File: src/pcnt_regs.vh
// Purpose: Shared constants of the pulse counter with serial readout
// Assumes: Included by bare name from the design files
// Notes:   Definitions only
`ifndef PCNT_REGS_VH
`define PCNT_REGS_VH

// ****************************************************************
// Counter
// ****************************************************************
`define PCNT_CNT_W      24
`define PCNT_CNT_RST    24'h000000
`define PCNT_CNT_MAX    24'hffffff
`define PCNT_WRAP_RST   1'b0

// ****************************************************************
// Serial readout
// ****************************************************************
`define PCNT_SLAVE_ADDR 7'h32
`define PCNT_NBYTES     2'h3
`define PCNT_BIT_LAST   3'h7
`define PCNT_BYTE_HI    2'h0
`define PCNT_BYTE_MID   2'h1
`define PCNT_BYTE_LO    2'h2

`endif

File: src/pcnt_top.v
// Purpose: 24-bit pulse counter with wrap flag and two-wire readout
// Assumes: All pins are sampled by CLK_SYS_I, much faster than SCL
// Notes:   Read returns the snapshot high byte first
`timescale 1ns/1ps
`include "pcnt_regs.vh"

module pcnt_top #(
	parameter CNT_W      = `PCNT_CNT_W,
	parameter SLAVE_ADDR = `PCNT_SLAVE_ADDR
) (
	input  wire CLK_SYS_I,          // System clock, 125 MHz
	input  wire RESET_N_I,          // Synchronous reset, active low
	input  wire COUNT_PULSE_IN_I,   // External count input pin
	input  wire CNT_RST_N_I,        // Counter reset pin, active low
	input  wire SCL_I,              // Serial clock from host
	input  wire SDA_I,              // Serial data line level
	output reg  SDA_O,              // Serial data drive value, always 0
	output reg  SDA_OE_O,           // High while pulling data low
	output reg  WRAP_O              // Counter wrap flag
);

	// ****************************************************************
	// States
	// ****************************************************************
	localparam [6:0] ST_IDLE     = 7'h01;
	localparam [6:0] ST_ADDR     = 7'h02;
	localparam [6:0] ST_ADDR_ACK = 7'h04;
	localparam [6:0] ST_TX       = 7'h08;
	localparam [6:0] ST_TX_ACK   = 7'h10;
	localparam [6:0] ST_RX       = 7'h20;
	localparam [6:0] ST_RX_ACK   = 7'h40;

	// ****************************************************************
	// Byte select of the snapshot
	// ****************************************************************
	function [7:0] pcnt_byte;
		input [23:0] val;
		input [1:0]  idx;
		begin
			if (idx == `PCNT_BYTE_HI)
				pcnt_byte = val[23:16];
			else if (idx == `PCNT_BYTE_MID)
				pcnt_byte = val[15:8];
			else
				pcnt_byte = val[7:0];
		end
	endfunction

	// ****************************************************************
	// Pin synchronisers
	// ****************************************************************
	wire       pulse_s;
	wire       cnt_rst_n_s;
	wire [1:0] bus_s;

	pcnt_sync #(
		.W       (2),
		.RST_VAL (1'b0)
	) u_sync_cnt (
		.clk_i   (CLK_SYS_I),
		.rst_n_i (RESET_N_I),
		.async_i ({COUNT_PULSE_IN_I, CNT_RST_N_I}),
		.sync_o  ({pulse_s, cnt_rst_n_s})
	);

	pcnt_sync #(
		.W       (2),
		.RST_VAL (1'b1)
	) u_sync_bus (
		.clk_i   (CLK_SYS_I),
		.rst_n_i (RESET_N_I),
		.async_i ({SCL_I, SDA_I}),
		.sync_o  (bus_s)
	);

	wire scl_s = bus_s[1];
	wire sda_s = bus_s[0];

	// ****************************************************************
	// Counter and wrap flag
	// ****************************************************************
	reg [CNT_W-1:0] cnt_reg;
	reg             pulse_d_reg;

	wire pulse_rise = pulse_s & ~pulse_d_reg;

	always @(posedge CLK_SYS_I) begin
		if (!RESET_N_I) begin
			cnt_reg     <= `PCNT_CNT_RST;
			pulse_d_reg <= 1'b0;
			WRAP_O      <= `PCNT_WRAP_RST;
		end else begin
			pulse_d_reg <= pulse_s;
			if (!cnt_rst_n_s) begin
				cnt_reg <= `PCNT_CNT_RST;
			end else if (pulse_rise) begin
				cnt_reg <= cnt_reg + 1'b1;
				if (cnt_reg == `PCNT_CNT_MAX)
					WRAP_O <= ~WRAP_O;
			end
		end
	end

	// ****************************************************************
	// Bus condition detection
	// ****************************************************************
	reg scl_d_reg;
	reg sda_d_reg;

	wire scl_rise = scl_s & ~scl_d_reg;
	wire scl_fall = ~scl_s & scl_d_reg;
	wire start_c  = scl_s & scl_d_reg & sda_d_reg & ~sda_s;
	wire stop_c   = scl_s & scl_d_reg & ~sda_d_reg & sda_s;

	// ****************************************************************
	// Serial slave
	// ****************************************************************
	reg [6:0]       state_reg;
	reg [2:0]       bit_reg;
	reg [7:0]       shift_reg;
	reg [1:0]       byte_reg;
	reg             read_reg;
	reg             nack_reg;
	reg [CNT_W-1:0] snap_reg;
	reg             got_reg;

	// Byte now due on the line, from the snapshot
	wire [7:0] tx_byte = pcnt_byte(snap_reg, byte_reg);

	wire [1:0] byte_inc = (byte_reg == `PCNT_NBYTES - 2'h1) ?
		`PCNT_BYTE_HI : byte_reg + 2'h1;

	always @(posedge CLK_SYS_I) begin
		if (!RESET_N_I) begin
			scl_d_reg <= 1'b1;
			sda_d_reg <= 1'b1;
			state_reg <= ST_IDLE;
			bit_reg   <= 3'h0;
			shift_reg <= 8'h00;
			byte_reg  <= `PCNT_BYTE_HI;
			read_reg  <= 1'b0;
			nack_reg  <= 1'b0;
			snap_reg  <= `PCNT_CNT_RST;
			got_reg   <= 1'b0;
			SDA_O     <= 1'b0;
			SDA_OE_O  <= 1'b0;
		end else begin
			scl_d_reg <= scl_s;
			sda_d_reg <= sda_s;
			SDA_O     <= 1'b0;
			if (start_c) begin
				state_reg <= ST_ADDR;
				bit_reg   <= 3'h0;
				byte_reg  <= `PCNT_BYTE_HI;
				snap_reg  <= cnt_reg;
				got_reg   <= 1'b0;
				SDA_OE_O  <= 1'b0;
			end else if (stop_c) begin
				state_reg <= ST_IDLE;
				SDA_OE_O  <= 1'b0;
			end else begin
				case (state_reg)
				ST_ADDR: begin
					if (scl_rise) begin
						shift_reg <= {shift_reg[6:0], sda_s};
						bit_reg   <= bit_reg + 3'h1;
						if (bit_reg == `PCNT_BIT_LAST)
							got_reg <= 1'b1;
					// The SCL fall that ends START carries no bit
					end else if (scl_fall && got_reg &&
						shift_reg[7:1] == SLAVE_ADDR) begin
						read_reg  <= shift_reg[0];
						SDA_OE_O  <= 1'b1;
						state_reg <= ST_ADDR_ACK;
					end else if (scl_fall && got_reg) begin
						state_reg <= ST_IDLE;
					end
				end
				ST_ADDR_ACK: begin
					if (scl_fall && read_reg) begin
						shift_reg <= tx_byte;
						SDA_OE_O  <= ~tx_byte[7];
						state_reg <= ST_TX;
					end else if (scl_fall) begin
						SDA_OE_O  <= 1'b0;
						state_reg <= ST_RX;
					end
				end
				ST_TX: begin
					if (scl_rise) begin
						bit_reg <= bit_reg + 3'h1;
					end else if (scl_fall && bit_reg == 3'h0) begin
						SDA_OE_O  <= 1'b0;
						byte_reg  <= byte_inc;
						state_reg <= ST_TX_ACK;
					end else if (scl_fall) begin
						shift_reg <= {shift_reg[6:0], 1'b0};
						SDA_OE_O  <= ~shift_reg[6];
					end
				end
				ST_TX_ACK: begin
					if (scl_rise) begin
						nack_reg <= sda_s;
					end else if (scl_fall && !nack_reg) begin
						shift_reg <= tx_byte;
						SDA_OE_O  <= ~tx_byte[7];
						state_reg <= ST_TX;
					end else if (scl_fall) begin
						state_reg <= ST_IDLE;
					end
				end
				ST_RX: begin
					if (scl_rise) begin
						bit_reg <= bit_reg + 3'h1;
					end else if (scl_fall && bit_reg == 3'h0) begin
						SDA_OE_O  <= 1'b1;
						state_reg <= ST_RX_ACK;
					end
				end
				ST_RX_ACK: begin
					if (scl_fall) begin
						SDA_OE_O  <= 1'b0;
						state_reg <= ST_RX;
					end
				end
				default: begin
					SDA_OE_O  <= 1'b0;
					state_reg <= ST_IDLE;
				end
				endcase
			end
		end
	end

endmodule

File: src/pcnt_sync.v
// Purpose: Two flip-flop synchroniser for a group of pin inputs
// Assumes: Inputs are asynchronous to clk_i
// Notes:   Only the second stage leaves the module
`timescale 1ns/1ps

module pcnt_sync #(
	parameter W       = 1,
	parameter RST_VAL = 1'b0
) (
	input  wire         clk_i,    // System clock
	input  wire         rst_n_i,  // Synchronous reset, active low
	input  wire [W-1:0] async_i,  // Raw pin levels
	output wire [W-1:0] sync_o    // Synchronised levels
);

	reg [W-1:0] meta_reg;
	reg [W-1:0] sync_reg;

	// ****************************************************************
	// Two stages per bit
	// ****************************************************************
	genvar g;
	generate
		for (g = 0; g < W; g = g + 1) begin : g_bit
			always @(posedge clk_i) begin
				if (!rst_n_i) begin
					meta_reg[g] <= RST_VAL;
					sync_reg[g] <= RST_VAL;
				end else begin
					meta_reg[g] <= async_i[g];
					sync_reg[g] <= meta_reg[g];
				end
			end
		end
	endgenerate

	assign sync_o = sync_reg;

endmodule

File: config.mk
export PLATFORM = sky130hd
export DESIGN_NAME = pcnt_top
export DESIGN_NICKNAME = d
export VERILOG_FILES = /design/src/pcnt_top.v /design/src/pcnt_sync.v
export VERILOG_INCLUDE_DIRS = /design/src
export SDC_FILE = /design/constraint.sdc
export NUM_CORES = 1
export LEC_CHECK = 0
export ABC_CLOCK_PERIOD_IN_PS = 5050
export BUFFER_PORTS_ARGS = -buffer_cell sky130_fd_sc_hd__buf_2
export CAP_MARGIN = 10
export CORE_MARGIN = 5
export CORE_UTILIZATION = 45
export DETAILED_ROUTE_END_ITERATION = 8
export GPL_TIMING_DRIVEN = 1
export RECOVER_POWER = 50
export SLEW_MARGIN = 0
export SYNTH_ARGS = -nofsm -noshare
export SYNTH_HDL_FRONTEND = slang
export SYNTH_SLANG_ARGS = --single-unit
File: constraint.sdc
create_clock -name CLK_SYS_I -period 5.05 [get_ports CLK_SYS_I]
set_clock_uncertainty 0.1 [all_clocks]
set_input_delay 0.7575 -clock CLK_SYS_I [delete_from_list [all_inputs] [get_ports CLK_SYS_I]]
set_output_delay 0.7575 -clock CLK_SYS_I [all_outputs]
set_load 0.005 [all_outputs]
# == Word level (Yosys, flattened, before mapping) ==
# Cells that the tools add are included.
# totals
regBits,84
input_bits,6
output_inout_bits,3
word_cells,141
# classes
add_sub_neg,3
n_eq_ne,34
muxes,38
n_bitwise,20
n_reduce_logical,23
# ops
cell,n
7-bit two-way mux,12
8-bit two-way mux,9
7-bit one-hot mux with 6 select lines,1
8-bit one-hot mux with 4 select lines,1
"24-bit by 1-bit adder with 24-bit output, second input constant",1
"24-bit == test, second input constant",1
"2-bit != test, second input constant",12
"4-bit != test, second input constant",6
8-bit AND reduction,3
"7-bit by 6-bit == test with 1-bit output, second input constant",2
1-bit NOT,12
4-bit AND reduction,3
1-bit two-way mux,11
"5-bit != test, second input constant",2
10-bit AND reduction,1
"3-bit != test, second input constant",3
1-bit AND,8
"7-bit by 2-bit == test with 1-bit output, second input constant",1
"7-bit by 3-bit == test with 1-bit output, second input constant",1
"7-bit by 4-bit == test with 1-bit output, second input constant",1
"7-bit by 5-bit == test with 1-bit output, second input constant",1
"7-bit == test, second input constant",1
2-bit two-way mux,3
1-bit one-hot mux with 6 select lines,1
other kinds (15),21

# == Longest topological paths before layout ==
# Gate-level depths: netlist of the first run.
# depth
ltp_word,9
depth_mapped,7
mapped_depth_nobuf,7

# == Hierarchy ==
# A second synthesis of the first run with hierarchy kept.
# unflattened
hier_cells,476
hier_area_um2,4013.8
# modules_own_cells
module,instances,cells_each,area_per_inst_um2,seq_area_each_um2
pcnt_top,1,460,3803.6,1521.5
pcnt_sync,2,8,105.1,80.1

# == Worst setup path before layout of the first run ==
# OpenSTA, ideal clock, no wires.
# synth_path
path_kind,reg-to-reg
from,reg state_reg[6]
to,reg bit_reg[1]
setup_time_ns,0.119
t_arrival_ns,1.677
t_required_ns,4.831
setup_slack_ns,3.155
stages_incl_launch_ff,7
path_buffers,1
synth_period_minus_slack_ns,1.895
cell_sequence,dfxtp_1 buf_6 or4_4 nor3_4 o21a_1 mux2i_1 nor2_1
# synth_via
elab_chain_cells,3
word_cells_on_any_way,5
classes_between,eq/ne: 3; reduce/logical: 2
# synth_lines
element,line,rtl
start: declaration,pcnt_top.v:118,reg [6:0] state_reg;
start signal: assignment,pcnt_top.v:137,state_reg <= ST_IDLE;
start signal: assignment,pcnt_top.v:152,state_reg <= ST_ADDR;
start signal: assignment,pcnt_top.v:159,state_reg <= ST_IDLE;
7-bit by 6-bit == test with 1-bit output (tied with other cells),pcnt_top.v:162,case (state_reg)
3-bit OR reduction (no line) (*),n/a,
3-bit AND reduction (no line) (*),n/a,
end signal: assignment,pcnt_top.v:166,bit_reg <= bit_reg + 3'h1;
end signal: assignment,pcnt_top.v:191,bit_reg <= bit_reg + 3'h1;
end signal: assignment,pcnt_top.v:214,bit_reg <= bit_reg + 3'h1;
end: declaration,pcnt_top.v:119,reg [2:0] bit_reg;
# Mark *: on every way between the ends. The rest lies on a longest branch, timed or not.
# A chain may end at the register's enable or synchronous reset.

# == Worst setup path after layout of the first run ==
# layout_path
from,reg state_reg[4]
to,reg bit_reg[1]
# The elaborated chain is that of the path after synthesis.

==> flow_summary.json, run 1 <==
{
  "numCtsBuffers": 9,
  "stdcell_area_um2": 4260,
  "critPathKind": "reg2reg",
  "end_kind": "flop",
  "rsz0062_at_grt": "no",
  "cts_tree": "done",
  "fmax_ghz": 0.352,
  "postCtsSetupBuffers": 0,
  "hpwl_um": 5930,
  "p_leak_uw": 0.00147,
  "rows": 34,
  "antenna_found_initial": 0,
  "synth_edf_count": 0,
  "async_flop_share_pct": 0,
  "vias": 3151,
  "via_per_inst": 5.39,
  "initial_core_util_pct": 46.4,
  "port_buffers": 7,
  "core_area_um2": 8760,
  "ff2ff_path_depth": 5,
  "power_density_nw_per_um2": 267,
  "syn_nets": 494,
  "nNetsFinal": 482,
  "worstPathRequired_ns": 5.19,
  "place_area_um2": 4110,
  "critPathSlowestCell": "nor3_1",
  "post_cts_resized": 0,
  "ys_dominant_reg_cell": "dfxtp_1",
  "fin_crit_ns": 2.84,
  "crit-reg2reg-capture": "bit_reg[1]",
  "slowest_delay_ns": 0.86,
  "finalWeightedCongestion": 0.837,
  "ys_top_cells_by_area": "dfxtp_1, nand2_1, mux2i_1",
  "cts_root_buf": "clkbuf_8",
  "grt_pass1_vias": 2948,
  "hp-class": "reg2reg",
  "status": "complete, no violations",
  "synth_top_cell_by_area": "dfxtp_1",
  "hold_viol_final": 0,
  "worstSetupStartpointType": "flop",
  "die_x_um": 105,
  "critPathArrivalTime_ns": 2.97,
  "grt_pass1_wl_um": 14500,
  "worst_pin_slew_ns": 1.45,
  "drv_slew": 0,
  "clk_latency_ns": 0.35,
  "hold_depth": 1,
  "min_from": "u_sync_bus.meta_reg[0]",
  "yosysSeqAreaShare_pct": 41.4,
  "cts_buffer_depth": 2,
  "fill_cells": 877,
  "tns_ns": 0,
  "grt_max_degree": 63,
  "die_h_um": 105,
  "dieArea_um2": 11000,
  "io_pins": 9,
  "final_common_cell": "nand2_1",
  "cts_sinks": 84,
  "synth.distinct_cells": 53,
  "most-common-layout-cells": "nand2_1, dfxtp_1, nor2_1",
  "relSlewSlack_pct": 3.07,
  "synth_area_um2": 4070,
  "worstHoldEndpoint": "u_sync_bus.sync_o[0]",
  "max_cap_viol_count": 0,
  "critPathMaxFanout": 17,
  "overflow": 0,
  "diodes": 0,
  "rr_startpoint": "state_reg[4]",
  "report.final.setup_viol": 0,
  "h-tree-depth": 3,
  "drive_gt1_share_pct": 6.92,
  "drc": 0,
  "r2r_setup_slack_ns": 2.21,
  "yosys.area.top_type_share_pct": 41.4,
  "first_pass_iters": 4,
  "path_cells": "or4_1, nor3_1, o21a_1, mux2i_1, nor2_1",
  "ys_ff_latch": 84,
  "ir_drop_mv": 0.115,
  "netlist_instances": 484,
  "drtIter0Drc": 160,
  "cts.hold.buffers_added": 0,
  "track_usage_pct": 16.0,
  "routedWlPerCell_um": 14.6,
  "syn-mean-instance-area_um2": 8.40,
  "clkTransAtPathRegs_ns": 0.08,
  "area_delta_synth_final_pct": 4.89,
  "yosys_warnings": 0,
  "post-route-period-util_pct": 56.2,
  "ant_nets": 0,
  "wl_um": 8540
}
-- synthesized netlist by cell type (all sizes together) (5+ instances only) --
cell type / number
a21boi: 24
mux2: 7
inv: 5
nor4: 7
and2: 8
a21oi: 12
xor2: 15
mux2i: 21
nand2: 97
nand4: 7
nand2b: 12
o21ai: 18
nor3: 11
nor2b: 6
and3: 9
nand3: 12
clkbuf: 24
xnor2: 12
or3: 5
dfxtp: 84
buf: 7
nor2: 37
-- power breakdown --
group / switching (uW) / internal (uW)
Clock: 241 / 193
Combinational: 23.6 / 11.6
Sequential: 4.07 / 666
-- worst max-delay path: cells and delay by family (launching register included) --
| kind | cells | cell delay, ns |
|---|---|---|
| muxes | 1 | 0.22 |
| DFF | 1 | 0.52 |
| AOI/OAI and AO/OA | 1 | 0.35 |
| and+or+nand+nor | 3 | 1.54 |
-- how the worst max path moves through the flow --
stage | slack [ns] | endpoint | cells after the start | start
6_report | 2.21 | bit_reg[1] | 5 | state_reg[4]
5_1_grt | 2.05 | bit_reg[1] | 5 | state_reg[4]
4_1_cts | 2.65 | cnt_reg[10] | 3 | RESET_N_I
3_5_place_dp | 2.28 | cnt_reg[10] | 3 | RESET_N_I
3_3_place_gp | 2.32 | cnt_reg[10] | 3 | RESET_N_I
2_1_floorplan | 3.15 | bit_reg[1] | 6 | state_reg[6]
-- logic make-up (layout without fill, tap and decap cells) --
family          after synthesis  in the layout  share of synthesized area (%)
compound gates               75             75                           12.6
other cells                   1              1                         0.0922
mux                          28             28                           7.11
fa+ha+maj                     4              4                           1.23
buf+inv                      36             29                           3.76
flops                        84             84                           41.4
xor+xnor                     27             27                           5.82
simple gates                229            229                           28.0
-- layer usage --
metal  up-vias  share of wire (%)  global-route usage, %  routed length [um]
li1       1638                  -                      -                   -
met1      1467                 49                   21.8                4210
met2        33                 46                   25.0                3970
met3        13                2.2                   2.71                 191
met4         0                2.1                   6.67                 178
met5         -                  0                      0                   0
-- final cells by class --
class / instances / area (um2) / share of cell area, %
clock buffers: 11 / 141 / 3.32
clock inverters: 5 / 37.5 / 0.880
inverters: 5 / 18.8 / 0.440
multi-input cells: 364 / 2210 / 51.8
flip-flops and latches: 84 / 1680 / 39.4
well taps: 108 / 135 / 3.17
repair buffers: 8 / 40.0 / 0.939
-- per-stage QoR --
stage               std cells  power (uW)  util [%]  worst slack [ns]  hold slack (ns)
floorplan                 484         713         -              3.15            0.286
global placement          569         722      46.9              2.32            0.303
detailed placement        569         722      46.9              2.28            0.299
CTS                       585        1160      48.9              2.65            0.321
global route              585        1190      48.7              2.05            0.327
finish                    585        1140      48.7              2.21            0.319
Note: power is estimated with default switching activity, not from simulation.
==> run 2, diff against run 1 <==
- ABC_AREA: not set -> 1
- ABC_CLOCK_PERIOD_IN_PS: 5050 -> 2300
- clock period: 5.05 -> 2.3 ns (I/O delays scaled with it)
==> flow_summary.json, run 2 <==
{
  "place_area_um2": 4160,
  "report.final.setup_viol": 0,
  "rsz0062_at_grt": "no",
  "critPathMaxFanout": 16,
  "finalPower_uw": 2680,
  "port_buffers": 7,
  "synth_top_cell_by_area": "dfxtp_1",
  "p_seq_share_pct": 55.7,
  "synth_top_family_by_area": "simple AND/OR/NAND/NOR gates",
  "relSlewSlack_pct": 55.2,
  "netSwitchingFraction_pct": 24.5,
  "dp_slack_ns": 0.418,
  "hpwl_um": 6480,
  "synth_simple_gate_area_share_pct": 32.3,
  "cp.buffers_inverters": 2,
  "ir_drop_mv": 0.331,
  "comb_power_share_pct": 4.2,
  "postCtsSetupBuffers": 0,
  "cts_root_buf": "clkbuf_8",
  "worst_slack_ns": 0.325,
  "synth_compound_area_share_pct": 13.0,
  "critPathSlowestCell": "nor2_4",
  "io_pins": 9,
  "hold_depth": 3,
  "ys_dominant_reg_cell": "dfxtp_1",
  "finalWeightedCongestion": 0.887,
  "power.internal_uw": 2030,
  "fmax_ghz": 0.506,
  "synth_area_um2": 4020,
  "drive_gt1_share_pct": 9.59,
  "synth_edf_count": 0,
  "worst_pin_slew_ns": 0.672,
  "ys_top_cells_by_count": "nand2_1, inv_1, dfxtp_1",
  "h-tree-depth": 3,
  "die_x_um": 105,
  "async_flop_share_pct": 0,
  "cp_num_cells": 10,
  "synth_xor_area_share_pct": 1.31,
  "cts.hold.buffers_added": 0,
  "cts_tree": "done",
  "clk_latency_ns": 0.36,
  "end_kind": "flop",
  "ys_top_cells_by_area": "dfxtp_1, nand2_1, inv_1",
  "grt_pass1_wl_um": 14500,
  "via_per_inst": 4.92,
  "routedWlPerCell_um": 12.2,
  "synth.distinct_cells": 34,
  "numCtsBuffers": 9,
  "grt_pass1_vias": 3200,
  "yosys_warnings": 0,
  "diodes": 0,
  "vias": 3507,
  "yosysMostFrequentCell": "nand2_1",
  "most-common-layout-cells": "nand2_1, inv_1, dfxtp_1",
  "hold_viol_final": 0,
  "die_h_um": 105,
  "critPathArrivalTime_ns": 2.14,
  "switchingPower_uw": 658,
  "clkPwrFrac_pct": 40.1,
  "netlist_instances": 592,
  "first_pass_iters": 4,
  "post-route-period-util_pct": 85.9,
  "worstPathRequired_ns": 2.46,
  "yosys.area.top_type_share_pct": 41.8,
  "ant_nets": 0,
  "power_density_nw_per_um2": 618,
  "yosys-mux-area-fraction_pct": 0,
  "syn_nets": 602,
  "rows": 34,
  "initial_core_util_pct": 46.1,
  "cpMostUsedCell": "nand2_1",
  "ff2ff_path_depth": 10,
  "dieArea_um2": 10900,
  "tns_ns": 0,
  "core_area_um2": 8720,
  "wl_um": 8710,
  "antenna_found_initial": 0,
  "p_leak_uw": 0.00177,
  "final_common_cell": "nand2_1",
  "status": "complete, no violations",
  "overflow": 0,
  "worstSetupStartpointType": "flop",
  "drc": 0,
  "area_delta_synth_final_pct": 7.99,
  "yosysSeqAreaShare_pct": 41.8,
  "max_cap_viol_count": 0,
  "nNetsFinal": 610,
  "cts_sinks": 84,
  "grt_max_degree": 39,
  "synthAdderAreaFrac_pct": 1.24,
  "syn-mean-instance-area_um2": 6.80,
  "track_usage_pct": 16.1,
  "critPathKind": "reg2reg",
  "drv_slew": 0,
  "critPathTopFamily": "simple AND/OR/NAND/NOR gates",
  "stdcell_area_um2": 4350,
  "clkTransAtPathRegs_ns": 0.09,
  "final_util_pct": 49.8,
  "slowest_delay_ns": 0.36,
  "drtIter0Drc": 169,
  "fin_crit_ns": 1.98,
  "post_cts_resized": 0,
  "path_cells": "inv_1, nand2_1, inv_2, nand2_1, a21oi_1, nand3_2, nor2_4, nand2_1, nand2_1, nor2_1",
  "cts_buffer_depth": 2,
  "ys_ff_latch": 84,
  "hp-class": "in2reg"
}
run 2: path summary, 6_finish.rpt:
path	endpoint	startpoint	slack, ns
setup / recovery	shift_reg[6]	u_sync_bus.sync_o[1]	0.32
hold / removal	u_sync_cnt.meta_reg[1]	COUNT_PULSE_IN_I	0.06
setup reg to reg	shift_reg[6]	u_sync_bus.sync_o[1]	0.32
hold reg to reg	u_sync_bus.sync_o[1]	u_sync_bus.meta_reg[1]	0.32
run 2: per-stage QoR:
| step | hold slack (ns) | cells |
|---|---|---|
| 6_report | 0.0642 | 713 |
| 5_1_grt | 0.0481 | 713 |
| 4_1_cts | 0.0447 | 713 |
| 3_5_place_dp | 0.298 | 697 |
| 3_3_place_gp | 0.295 | 697 |
| 2_1_floorplan | 0.290 | 592 |
run 2: logic make-up after synthesis:
kind of cell | after synthesis
buf+inv | 107
flops | 84
xor+xnor | 6
other cells | 1
compound gates | 97
simple gates | 293
fa+ha+maj | 4
run 2: area by class of cell:
cell class,instances,area [um2]
clock buffers,9,124
clock inverters,7,76.3
fillers,889,4380
inverters,93,349
multi-input cells,401,1920
flip-flops and latches,84,1680
well taps,108,135
repair buffers,11,58.8
run 2: layer usage:
metal  GRT usage (%)  up-vias  routed length, um
met5               0        -                  0
met4            8.33        0                208
met3            2.77       12                277
met2            25.7       65               3940
met1            20.9     1558               4290
li1                -     1872                  -
run 2: power groups by stage:
| stage | Clock [uW] | Sequential, uW | Combinational (uW) |
|---|---|---|---|
| 2_1_floorplan | 0 | 1530 | 86.3 |
| 3_3_place_gp | 0 | 1530 | 113 |
| 3_5_place_dp | 0 | 1530 | 115 |
| 4_1_cts | 1110 | 1500 | 115 |
| 5_1_grt | 1160 | 1500 | 131 |
| 6_report | 1080 | 1490 | 113 |
run 2: worst reg2reg max path: stages (launching register included):
cell and delay [ns]:
dfxtp_1 0.33, inv_1 0.10, nand2_1 0.22, inv_2 0.15, nand2_1 0.10, a21oi_1 0.20
nand3_2 0.12, nor2_4 0.36, nand2_1 0.09, nand2_1 0.07, nor2_1 0.04
